**config.mk**
```make
export PLATFORM = sky130hd
export DESIGN_NAME = mcu_ports
export DESIGN_NICKNAME = d
export VERILOG_FILES = /design/src/mcu_ports_pkg.sv /design/src/pin_sync.sv /design/src/mcu_ports.sv
export VERILOG_INCLUDE_DIRS = /design/src
export SDC_FILE = /design/constraint.sdc
export NUM_CORES = 1
export LEC_CHECK = 0
export ABC_CLOCK_PERIOD_IN_PS = 4700
export BUFFER_PORTS_ARGS = -buffer_cell sky130_fd_sc_hd__buf_2
export CORE_MARGIN = 8
export CORE_UTILIZATION = 48
export DETAILED_ROUTE_END_ITERATION = 10
export GPL_ROUTABILITY_DRIVEN = 0
export PLACE_DENSITY = 0.81
export SKIP_LAST_GASP = 1
export SLEW_MARGIN = 20
export SYNTH_ARGS = -nofsm -noshare
export SYNTH_HDL_FRONTEND = slang
export SYNTH_SLANG_ARGS = --single-unit
```
**constraint.sdc**
```tcl
create_clock -name sys_clk_i -period 4.7 [get_ports sys_clk_i]
set_input_delay 0.94 -clock sys_clk_i [delete_from_list [all_inputs] [get_ports sys_clk_i]]
set_output_delay 0.94 -clock sys_clk_i [all_outputs]
set_load 0.01 [all_outputs]
```
**src/mcu_ports_params.svh**
```systemverilog
// offsets, field positions and reset values of the parallel port block
`ifndef MCU_PORTS_PARAMS_SVH
`define MCU_PORTS_PARAMS_SVH

// ************************************************************
// register offsets
// ************************************************************
`define OFS_PORT0_OUTPUT_LATCH 6'h00
`define OFS_PORT1_OUTPUT_LATCH 6'h01
`define OFS_PORT2_OUTPUT_LATCH 6'h02
`define OFS_PORT3_OUTPUT_LATCH 6'h03
`define OFS_PORT1_DIRECTION    6'h09
`define OFS_PORT3_DIRECTION    6'h0a
`define OFS_PORT0_OUTPUT_TYPE  6'h0b
`define OFS_PORT0_PIN_LEVELS   6'h0c
`define OFS_PORT2_PIN_LEVELS   6'h0d
`define OFS_CONVERTER_CTRL_ONE 6'h0e
`define OFS_EXT_IRQ_CTRL       6'h37

// ************************************************************
// field positions
// ************************************************************
`define BIT_ANALOG_DISABLE     4
`define BIT_IRQ_ZERO_PIN_SEL   6
`define BIT_IRQ_ONE_EDGE       1

// ************************************************************
// reset values
// ************************************************************
`define RST_PORT0_OUTPUT_LATCH 8'hff
`define RST_PORT0_OUTPUT_TYPE  8'h00
`define RST_PORT1_OUTPUT_LATCH 3'h0
`define RST_PORT1_DIRECTION    3'h0
`define RST_PORT2_OUTPUT_LATCH 3'h7
`define RST_PORT3_OUTPUT_LATCH 8'h00
`define RST_PORT3_DIRECTION    8'h00
`define RST_CONVERTER_CTRL_ONE 8'h10
`define RST_EXT_IRQ_CTRL       8'h00

`endif

```
**src/mcu_ports_pkg.sv**
```systemverilog
// types shared by the parallel port block
package mcu_ports_pkg;

  // one register bus request, taken in the first state of a cycle
  typedef struct packed {
    logic [5:0] addr;
    logic       rd;
    logic       wr;
    logic [7:0] wdata;
  } sfr_req_s;

  // pin drive bundle of one port
  typedef struct packed {
    logic [7:0] out;
    logic [7:0] oe;
  } pin_drive_s;

endpackage

```
**src/pin_sync.sv**
```systemverilog
// two-stage pin synchroniser with edge pulses on the synchronised level
`timescale 1ns/10ps
module pin_sync #(
  parameter int WIDTH = 8
) (
  input  wire logic             sys_clk_i,
  input  wire logic             arst_n_i,
  input  wire logic [WIDTH-1:0] pin_i,
  output logic      [WIDTH-1:0] level_o,
  output logic      [WIDTH-1:0] rise_o,
  output logic      [WIDTH-1:0] fall_o
);

  logic [WIDTH-1:0] stage1;
  logic [WIDTH-1:0] stage2;
  logic [WIDTH-1:0] stage3;
  logic [2:0]       primed;

  // ************************************************************
  // synchroniser
  // ************************************************************
  // stage1 is read only by stage2, edges come from stage2 vs stage3
  always_ff @(posedge sys_clk_i or negedge arst_n_i) begin
    if (!arst_n_i) begin
      stage1 <= '0;
      stage2 <= '0;
      stage3 <= '0;
      primed <= 3'h0;
    end else begin
      stage1 <= pin_i;
      stage2 <= stage1;
      stage3 <= stage2;
      primed <= {primed[1:0], 1'b1};
    end
  end

  // edges held off until stage3 holds a real pin sample, so a pin
  // idling high gives no false rise after reset
  assign level_o = stage2;
  assign rise_o  = stage2 & ~stage3 & {WIDTH{primed[2]}};
  assign fall_o  = ~stage2 & stage3 & {WIDTH{primed[2]}};

endmodule

```
**src/mcu_ports.sv**
```systemverilog
// four parallel i/o ports behind the special function register bus
`timescale 1ns/10ps
`include "mcu_ports_params.svh"

module mcu_ports
  import mcu_ports_pkg::*;
(
  input  wire logic       sys_clk_i,
  input  wire logic       arst_n_i,
  input  wire sfr_req_s   sfr_req_i,
  output logic [7:0]      sfr_rdata_o,
  output logic            sfr_rvalid_o,
  input  wire logic       stop_mode_i,
  input  wire logic       dual_clock_i,
  input  wire logic [7:0] port0_pin_i,
  output logic [7:0]      port0_pin_o,
  output logic [7:0]      port0_pin_oe_o,
  input  wire logic [2:0] port1_pin_i,
  output logic [2:0]      port1_pin_o,
  output logic [2:0]      port1_pin_oe_o,
  input  wire logic [2:0] port2_pin_i,
  output logic [2:0]      port2_pin_o,
  output logic [2:0]      port2_pin_oe_o,
  input  wire logic [7:0] port3_pin_i,
  output logic [7:0]      port3_pin_o,
  output logic [7:0]      port3_pin_oe_o,
  output logic [7:0]      analog_select_o,
  output logic            irq_zero_event_o,
  output logic            irq_one_event_o,
  output logic            port2_bit0_fall_o
);

  // ************************************************************
  // register state
  // ************************************************************
  logic [7:0] port0_output_latch;
  logic [7:0] port0_output_type;
  logic [2:0] port1_output_latch;
  logic [2:0] port1_direction;
  logic [2:0] port2_output_latch;
  logic [7:0] port3_output_latch;
  logic [7:0] port3_direction;
  logic [7:0] converter_control_one;
  logic [7:0] ext_irq_ctrl;
  logic       wr_pending;
  logic [5:0] wr_addr;
  logic [7:0] wr_data;

  logic [7:0] next_port0_output_latch;
  logic [7:0] next_port0_output_type;
  logic [2:0] next_port1_output_latch;
  logic [2:0] next_port1_direction;
  logic [2:0] next_port2_output_latch;
  logic [7:0] next_port3_output_latch;
  logic [7:0] next_port3_direction;
  logic [7:0] next_converter_control_one;
  logic [7:0] next_ext_irq_ctrl;
  logic       next_wr_pending;
  logic [5:0] next_wr_addr;
  logic [7:0] next_wr_data;

  // synchronised pin views
  logic [7:0] p0_level;
  logic [2:0] p1_level;
  logic [2:0] p1_rise;
  logic [2:0] p1_fall;
  logic [2:0] p2_level;
  logic [2:0] p2_fall;
  logic [7:0] p3_level;

  // derived controls
  logic       analog_disable;
  logic       irq_zero_pin_select;
  logic       irq_one_falling;
  logic [7:0] analog_sel;
  logic [7:0] next_analog_sel;

  // ************************************************************
  // pin synchronisers
  // ************************************************************
  pin_sync #(.WIDTH(8)) u_sync_p0 (
    .sys_clk_i (sys_clk_i), .arst_n_i (arst_n_i), .pin_i (port0_pin_i),
    .level_o   (p0_level),  .rise_o   (),         .fall_o ()
  );

  pin_sync #(.WIDTH(3)) u_sync_p1 (
    .sys_clk_i (sys_clk_i), .arst_n_i (arst_n_i), .pin_i (port1_pin_i),
    .level_o   (p1_level),  .rise_o   (p1_rise),  .fall_o (p1_fall)
  );

  pin_sync #(.WIDTH(3)) u_sync_p2 (
    .sys_clk_i (sys_clk_i), .arst_n_i (arst_n_i), .pin_i (port2_pin_i),
    .level_o   (p2_level),  .rise_o   (),         .fall_o (p2_fall)
  );

  pin_sync #(.WIDTH(8)) u_sync_p3 (
    .sys_clk_i (sys_clk_i), .arst_n_i (arst_n_i), .pin_i (port3_pin_i),
    .level_o   (p3_level),  .rise_o   (),         .fall_o ()
  );

  assign analog_disable      = converter_control_one[`BIT_ANALOG_DISABLE];
  assign irq_zero_pin_select = ext_irq_ctrl[`BIT_IRQ_ZERO_PIN_SEL];
  assign irq_one_falling     = ext_irq_ctrl[`BIT_IRQ_ONE_EDGE];

  // ************************************************************
  // register writes
  // ************************************************************
  // request taken in the first state, stored, applied one edge later
  always_comb begin
    next_port0_output_latch    = port0_output_latch;
    next_port0_output_type     = port0_output_type;
    next_port1_output_latch    = port1_output_latch;
    next_port1_direction       = port1_direction;
    next_port2_output_latch    = port2_output_latch;
    next_port3_output_latch    = port3_output_latch;
    next_port3_direction       = port3_direction;
    next_converter_control_one = converter_control_one;
    next_ext_irq_ctrl          = ext_irq_ctrl;
    next_wr_pending            = sfr_req_i.wr;
    next_wr_addr               = sfr_req_i.wr ? sfr_req_i.addr : wr_addr;
    next_wr_data               = sfr_req_i.wr ? sfr_req_i.wdata : wr_data;
    if (wr_pending) begin
      unique case (wr_addr)
        `OFS_PORT0_OUTPUT_LATCH: next_port0_output_latch = wr_data;
        `OFS_PORT1_OUTPUT_LATCH: next_port1_output_latch = wr_data[2:0];
        `OFS_PORT2_OUTPUT_LATCH: next_port2_output_latch = wr_data[2:0];
        `OFS_PORT3_OUTPUT_LATCH: next_port3_output_latch = wr_data;
        `OFS_PORT1_DIRECTION:    next_port1_direction    = wr_data[2:0];
        `OFS_PORT3_DIRECTION:    next_port3_direction    = wr_data;
        `OFS_PORT0_OUTPUT_TYPE:  next_port0_output_type  = wr_data;
        `OFS_CONVERTER_CTRL_ONE: next_converter_control_one = wr_data;
        `OFS_EXT_IRQ_CTRL:       next_ext_irq_ctrl       = wr_data;
        default: ; // read-only and foreign offsets ignore writes
      endcase
    end
  end

  // reset values put every pin in a safe, non-driving state
  always_ff @(posedge sys_clk_i or negedge arst_n_i) begin
    if (!arst_n_i) begin
      port0_output_latch    <= `RST_PORT0_OUTPUT_LATCH;
      port0_output_type     <= `RST_PORT0_OUTPUT_TYPE;
      port1_output_latch    <= `RST_PORT1_OUTPUT_LATCH;
      port1_direction       <= `RST_PORT1_DIRECTION;
      port2_output_latch    <= `RST_PORT2_OUTPUT_LATCH;
      port3_output_latch    <= `RST_PORT3_OUTPUT_LATCH;
      port3_direction       <= `RST_PORT3_DIRECTION;
      converter_control_one <= `RST_CONVERTER_CTRL_ONE;
      ext_irq_ctrl          <= `RST_EXT_IRQ_CTRL;
      wr_pending            <= 1'b0;
      wr_addr               <= 6'h00;
      wr_data               <= 8'h00;
    end else begin
      port0_output_latch    <= next_port0_output_latch;
      port0_output_type     <= next_port0_output_type;
      port1_output_latch    <= next_port1_output_latch;
      port1_direction       <= next_port1_direction;
      port2_output_latch    <= next_port2_output_latch;
      port3_output_latch    <= next_port3_output_latch;
      port3_direction       <= next_port3_direction;
      converter_control_one <= next_converter_control_one;
      ext_irq_ctrl          <= next_ext_irq_ctrl;
      wr_pending            <= next_wr_pending;
      wr_addr               <= next_wr_addr;
      wr_data               <= next_wr_data;
    end
  end

  // ************************************************************
  // register reads
  // ************************************************************
  logic [7:0] next_rdata;
  logic       next_rvalid;

  // pins are caught two edges before the edge the read is taken
  always_comb begin
    next_rvalid = sfr_req_i.rd;
    next_rdata  = 8'h00;
    if (sfr_req_i.rd) begin
      unique case (sfr_req_i.addr)
        `OFS_PORT0_OUTPUT_LATCH: next_rdata = port0_output_latch;
        `OFS_PORT0_PIN_LEVELS:   next_rdata = p0_level;
        `OFS_PORT0_OUTPUT_TYPE:  next_rdata = port0_output_type;
        // input bits show the pin, output bits the latch
        `OFS_PORT1_OUTPUT_LATCH: next_rdata = {5'h00, (port1_direction & port1_output_latch)
                                   | (~port1_direction & p1_level)};
        `OFS_PORT1_DIRECTION:    next_rdata = {5'h00, port1_direction};
        // upper bits carry no meaning, returned as zero
        `OFS_PORT2_OUTPUT_LATCH: next_rdata = {5'h00, port2_output_latch};
        `OFS_PORT2_PIN_LEVELS:   next_rdata = {5'h00, p2_level};
        // analog or output bits return latch, the rest the live level
        `OFS_PORT3_OUTPUT_LATCH: next_rdata = ((analog_sel | port3_direction)
                                   & port3_output_latch)
                                   | (~(analog_sel | port3_direction) & p3_level);
        `OFS_PORT3_DIRECTION:    next_rdata = port3_direction;
        `OFS_CONVERTER_CTRL_ONE: next_rdata = converter_control_one;
        `OFS_EXT_IRQ_CTRL:       next_rdata = ext_irq_ctrl;
        default:                 next_rdata = 8'h00; // unmapped reads as zero
      endcase
    end
  end

  always_ff @(posedge sys_clk_i or negedge arst_n_i) begin
    if (!arst_n_i) begin
      sfr_rdata_o  <= 8'h00;
      sfr_rvalid_o <= 1'b0;
    end else begin
      sfr_rdata_o  <= next_rdata;
      sfr_rvalid_o <= next_rvalid;
    end
  end

  // ************************************************************
  // pin drivers
  // ************************************************************
  // drive computed from next register values so pins move with the latch
  pin_drive_s next_p0;
  pin_drive_s next_p3;
  logic [2:0] next_p1_out;
  logic [2:0] next_p1_oe;
  logic [2:0] next_p2_out;
  logic [2:0] next_p2_oe;

  always_comb begin
    // analog selection decoded from the channel select field
    next_analog_sel = 8'h00;
    if (!next_converter_control_one[`BIT_ANALOG_DISABLE]) begin
      next_analog_sel[next_converter_control_one[2:0]] = 1'b1;
    end
    // port 0: push pull drives always, open drain only pulls low
    next_p0.out = next_port0_output_latch & next_port0_output_type;
    next_p0.oe  = next_port0_output_type | ~next_port0_output_latch;
    // port 1: bitwise direction, bit 0 released when used as interrupt
    next_p1_out = next_port1_output_latch;
    next_p1_oe  = next_port1_direction;
    if (next_ext_irq_ctrl[`BIT_IRQ_ZERO_PIN_SEL]) begin
      next_p1_oe[0] = 1'b0;
    end
    // port 2: open drain, latch one releases the pin
    next_p2_out = 3'h0;
    next_p2_oe  = ~next_port2_output_latch;
    if (dual_clock_i) begin
      next_p2_oe[2:1] = 2'b00;
    end
    if (stop_mode_i) begin
      next_p2_oe[0] = 1'b0;
    end
    // port 3: direction drives, analog pins never driven
    next_p3.out = next_port3_output_latch;
    next_p3.oe  = next_port3_direction & ~next_analog_sel;
  end

  always_ff @(posedge sys_clk_i or negedge arst_n_i) begin
    if (!arst_n_i) begin
      port0_pin_o     <= 8'h00;
      port0_pin_oe_o  <= 8'h00;
      port1_pin_o     <= 3'h0;
      port1_pin_oe_o  <= 3'h0;
      port2_pin_o     <= 3'h0;
      port2_pin_oe_o  <= 3'h0;
      port3_pin_o     <= 8'h00;
      port3_pin_oe_o  <= 8'h00;
      analog_sel      <= 8'h00;
    end else begin
      port0_pin_o     <= next_p0.out;
      port0_pin_oe_o  <= next_p0.oe;
      port1_pin_o     <= next_p1_out;
      port1_pin_oe_o  <= next_p1_oe;
      port2_pin_o     <= next_p2_out;
      port2_pin_oe_o  <= next_p2_oe;
      port3_pin_o     <= next_p3.out;
      port3_pin_oe_o  <= next_p3.oe;
      analog_sel      <= next_analog_sel;
    end
  end

  assign analog_select_o = analog_sel;

  // ************************************************************
  // interrupt edge events
  // ************************************************************
  // the block only reports edges; the latches live with the controller
  logic next_irq0;
  logic next_irq1;
  logic next_p2f;

  always_comb begin
    // interrupt zero only while the pin select is set
    next_irq0 = irq_zero_pin_select & p1_fall[0];
    // driven as output, any own transition counts
    if (port1_direction[1]) begin
      next_irq1 = p1_rise[1] | p1_fall[1];
    end else begin
      next_irq1 = irq_one_falling ? p1_fall[1] : p1_rise[1];
    end
    // pin level watched, so a self-driven fall counts too
    next_p2f = p2_fall[0];
  end

  always_ff @(posedge sys_clk_i or negedge arst_n_i) begin
    if (!arst_n_i) begin
      irq_zero_event_o  <= 1'b0;
      irq_one_event_o   <= 1'b0;
      port2_bit0_fall_o <= 1'b0;
    end else begin
      irq_zero_event_o  <= next_irq0;
      irq_one_event_o   <= next_irq1;
      port2_bit0_fall_o <= next_p2f;
    end
  end

endmodule

```
# Word level (Yosys, flattened, before mapping)
# Cells that the tools add are included.
totals:
  register_bits: 175
  inputBits: 42
  out_inout_bits: 64
  wordCells: 114
op_classes:
  magnitude_cmp: 2
  eq_ne: 18
  muxes: 24
  bitwise: 26
  reduce_logical: 7
ops:
  columns: ["cell", "n"]
  rows:
  - ["one-hot mux 8 bit (11 select lines)", 1]
  - ["2-to-1 mux 8 bit", 8]
  - ["equality test 6 x 4 -> 1 bit, second input constant", 10]
  - ["bitwise AND 8 bit", 4]
  - ["equality test 6 x 2 -> 1 bit, second input constant", 4]
  - ["NOT 8 bit", 3]
  - ["OR 8 bit", 3]
  - ["2-to-1 mux 7 bit", 2]
  - ["equality test 6 x 1 -> 1 bit, second input constant", 2]
  - ["equality test 6 bit, second input constant", 2]
  - ["zero test 6 bit", 2]
  - ["2-to-1 mux 3 bit", 4]
  - ["2-to-1 mux 5 bit", 2]
  - ["bitwise AND 2 bit", 4]
  - ["AND reduction 2 bit", 4]
  - ["bitwise AND 3 bit", 2]
  - ["NOT 3 bit", 2]
  - ["2-to-1 mux 1 bit", 5]
  - ["< comparator 3 x 4 -> 1 bit, second input constant", 1]
  - ["NOT 2 bit", 2]
  - ["bitwise AND 1 bit", 3]
  - ["demux 1 bit (select 3 bit)", 1]
  - [">= comparator 3 x 1 -> 1 bit, second input constant", 1]
  - ["OR 3 bit", 1]
  - ["4 further kinds", 4]

# Longest topological paths before layout
depth:
  ltp_word: 10
  mapped_depth: 7
  ltp_nobuf: 4

# Cells and area by module
# A second synthesis with hierarchy kept.
unflattened:
  hier_cells: 540
  hier_area_um2: 7601.0
modules_own_cells:
  columns: ["mod", "n_inst", "cells_each", "area_each_um2", "seq_area_each_um2"]
  rows:
  - ["mcu_ports", 1, 412, 5211.2, 3017.9]
  - ["pin_sync at u_sync_p0 ...", 2, 45, 838.3, 675.6]
  - ["pin_sync at u_sync_p1 ...", 2, 19, 356.6, 300.3]

# Least setup slack after synthesis
# OpenSTA, ideal clock, no wires.
synth_path:
  kind: "input to register"
  start: "input port sfr_req_i[12] (netlist bit)"
  end: "register sfr_rdata_o[1]"
  setup_time_ps: 89
  arrival_ps: 2300
  required_time_ps: 4611
  path_slack_ps: 2312
  path_stages: 5
  n_path_buf: 1
  cell_sequence: "buf_2 or4b_1 nor2_1 a22oi_1 a41oi_1"
synth_via:
  elab_chain_cells: 3
  word_cells_on_any_way: 13
  cone_classes: "eq/ne (10); mux (2); reduce/logical (1)"
synth_rtl:
  columns: ["element", "line", "rtl"]
  rows:
  - ["start, declared", "mcu_ports.sv:10", "input wire sfr_req_s sfr_req_i,"]
  - ["equality test 6 bit (tied with other cells)", "mcu_ports.sv:180", "unique case (sfr_req_i.addr)"]
  - ["one-hot mux 8 bit (11 select lines) (*)", "mcu_ports.sv:180", null]
  - ["2-to-1 mux 8 bit (*)", "mcu_ports.sv:179", "if (sfr_req_i.rd) begin"]
  - ["via next_rdata[1]", "mcu_ports.sv:172", "logic [7:0] next_rdata;"]
  - ["end signal, assigned", "mcu_ports.sv:208", "sfr_rdata_o <= next_rdata;"]
  - ["end, declared", "mcu_ports.sv:11", "output logic [7:0] sfr_rdata_o,"]
# The timed path passes the listed nets; every way through them passes the cells marked *.
# A chain may end at the register's enable or synchronous reset.

==> flow_summary.ini <==
[drt]
dr.pass1.iters = 5
via_count = 4501
drtAntennaViolNets = 0
first_iter_violations = 556
drt-total-wl_um = 16210
drc = 0
wl_per_cell_um = 20.65
via_per_inst = 5.734

[setup_path]
arrival_ns = 2.83
end_kind = flop
ff2ff_setup_slack_ns = 2.18
worstSetupPathType = reg -> reg
reg2reg_from = wr_addr[2]
crit_required_ns = 5.01
r2r_end = port3_pin_oe_o[3]
worst_r2r_path_depth = 4
crit_fanout = 12
worstSetupStartpointType = flop
cp-startpoint = wr_addr[2]

[cells_and_area]
insertedDiodeCount = 0
drive_gt1_frac = 0.3521
nets = 636
final_cell_mix = dfrtp_1, buf_2, mux2_2, o21ai_0, nand2_1
final_common_cell = dfrtp_1
syn_to_final_growth_pct = 18.85
finalNonFillerCells = 785

[grt]
grt_usage = 0.1847
grt_pass1_vias = 4628
grt_max_degree = 111
antenna_found_initial = 0
overflow = 0
grt_pass1_wl_um = 25410

[timing]
finalClockSkew_ns = 0.006744
hold_violations = 0
hold_ws_ns = 0.3458
slew_violations = 0
rsz0062_at_grt = no
tns_ns = 0
setup_viol = 0
timing_worst_slew_pin_value_ns = 0.9351
max_slew_margin = 0.3766
period_minus_slack_ns = 2.519
period_share = 0.5360
fmax_mhz = 396.9

[clock_tree]
root_buffer = clkbuf_16
clockBufferDepth = 2
worstSkewPairLatency_ns = 0.42
ctsHoldBuffers = 0
clock_sinks = 170
cts_inserted_buffers = 17
clk_pin_slew_ns = 0.06
cts_resized = 0
htreeDepth = 4
cts_setup_buffers = 0
cts_tree = built

[logic_synthesis]
syn_area_per_cell_um2 = 13.36
ys_ff_latch = 170
syn_inst = 495
synth-main-ff-cell = dfrtp_1
ys_seq_area_frac = 0.6457
synthArstFlopShare = 1.000
syn_area_mm2 = 0.006611
yosys_warnings = 0
synth.distinct_cells = 58
synth_edf_count = 0

[hold_path]
holdPathStages = 0
hold_class = reg -> reg
holdPathEnd = u_sync_p1.level_o[1]
holdCritStartpoint = u_sync_p1.stage1[1]

[floorplanning]
ios = 106
die_y_um = 133.4
fp.dieW_um = 133.4
die_area_mm2 = 0.01778
start_util = 0.4838
core.rowCount = 43
core_mm2 = 0.01367

[power]
ir_drop_uv = 296.7
leakage_uw = 0.003708
p_per_area_mw_per_mm2 = 484.0

[outcome]
status = finished, final reports clean

[flow_run]
cap_violations = 0

[place]
portBuffers = 102
place_hpwl_um = 11700
dp.cells = 755
## registers in the layout, indices dropped and copies added, names as in the netlist, 3 cells and up
name / cells
analog_select_o: 8
converter_control_one: 8
ext_irq_ctrl: 8
port0_output_latch: 8
port0_output_type: 8
port0_pin_o: 8
port0_pin_oe_o: 8
port1_pin_o: 3
port2_output_latch: 3
port2_pin_oe_o: 3
port3_direction: 8
port3_pin_o: 8
port3_pin_oe_o: 8
sfr_rdata_o: 8
u_sync_p0.level_o: 8
u_sync_p0.stage1: 8
u_sync_p1.level_o: 3
u_sync_p1.stage1: 3
u_sync_p2.level_o: 3
u_sync_p2.stage1: 3
u_sync_p3.level_o: 8
u_sync_p3.stage1: 8
wr_addr: 6
wr_data: 8
## routing by layer
layer,up-vias,share of wire,track usage
li1,1956,-,-
met3,51,0.079,0.05271
met5,-,0,0
met4,0,0.037,0.09357
met2,214,0.49,0.2935
met1,2280,0.39,0.2261
## area by class of cell
type / instances / area, µm²
fill: 1094 / 5808
clock buffer: 23 / 478.0
sequential: 170 / 4269
multi-input combinational: 293 / 2183
timing repair buffer: 104 / 531.8
tap: 180 / 225.2
clock inverter: 7 / 140.1
inverter: 8 / 30.03
## synthesized netlist by cell type (9+ instances only)
| cell type | number | area, µm² |
|---|---|---|
| dfrtp_1 | 158 | 3954 |
| mux2_2 | 42 | 473.0 |
| o21ai_0 | 40 | 200.2 |
| nand2_1 | 25 | 93.84 |
| nor2_1 | 23 | 86.33 |
| nand2b_1 | 20 | 125.1 |
| clkbuf_1 | 13 | 48.80 |
| dfstp_2 | 12 | 315.3 |
| mux2_4 | 12 | 180.2 |
| o22ai_1 | 11 | 68.82 |
| a21oi_1 | 10 | 50.05 |
| a222oi_1 | 10 | 100.1 |
| nor3_1 | 9 | 45.04 |
## cells by family (layout without fill, tap and decap cells)
| group | after synthesis | after routing | synth area share |
|---|---|---|---|
| buffers and inverters | 34 | 142 | 0.02517 |
| xor gates and xnor gates | 2 | 2 | 0.002650 |
| AOI/OAI and AO/OA | 100 | 100 | 0.09803 |
| and+or+nand+nor | 124 | 124 | 0.1147 |
| muxes | 63 | 63 | 0.1126 |
| other | 2 | 4 | 0.001136 |
| DFF | 170 | 170 | 0.6457 |
## where the power goes
part / internal, µW / total, µW / switching (µW)
registers: 1680 / 1850 / 174
clock network: 925 / 1450 / 529
logic: 242 / 500 / 257
total: 2840 / 3800 / 961
## through the flow
stage	power, µW	utilization	area [µm²]	setup WS (ns)
after floorplan	2116	-	6619	2.312
after global placement	2345	0.5298	7239	2.029
after detailed placement	2365	0.5298	7239	1.864
after CTS	3827	0.5750	7858	2.179
after global routing	3956	0.5750	7858	2.092
final	3803	0.5750	7858	2.181
## how the worst max path moves through the flow
stage | end | cells past startpoint
floorplan | sfr_rdata_o[1] | 5
global placement | sfr_rdata_o[5] | 5
detailed placement | sfr_rdata_o[5] | 5
CTS | port3_pin_oe_o[3] | 4
global route | port3_pin_oe_o[3] | 4
finish | port3_pin_oe_o[3] | 4
## critical path, stage by stage, from the launching register on
cell,delay (ns)
dfrtp_1,0.43
or4b_1,0.76
or3_1,0.68
mux2_4,0.41
nor2b_4,0.12
Note: power is estimated with default switching activity, not from simulation.
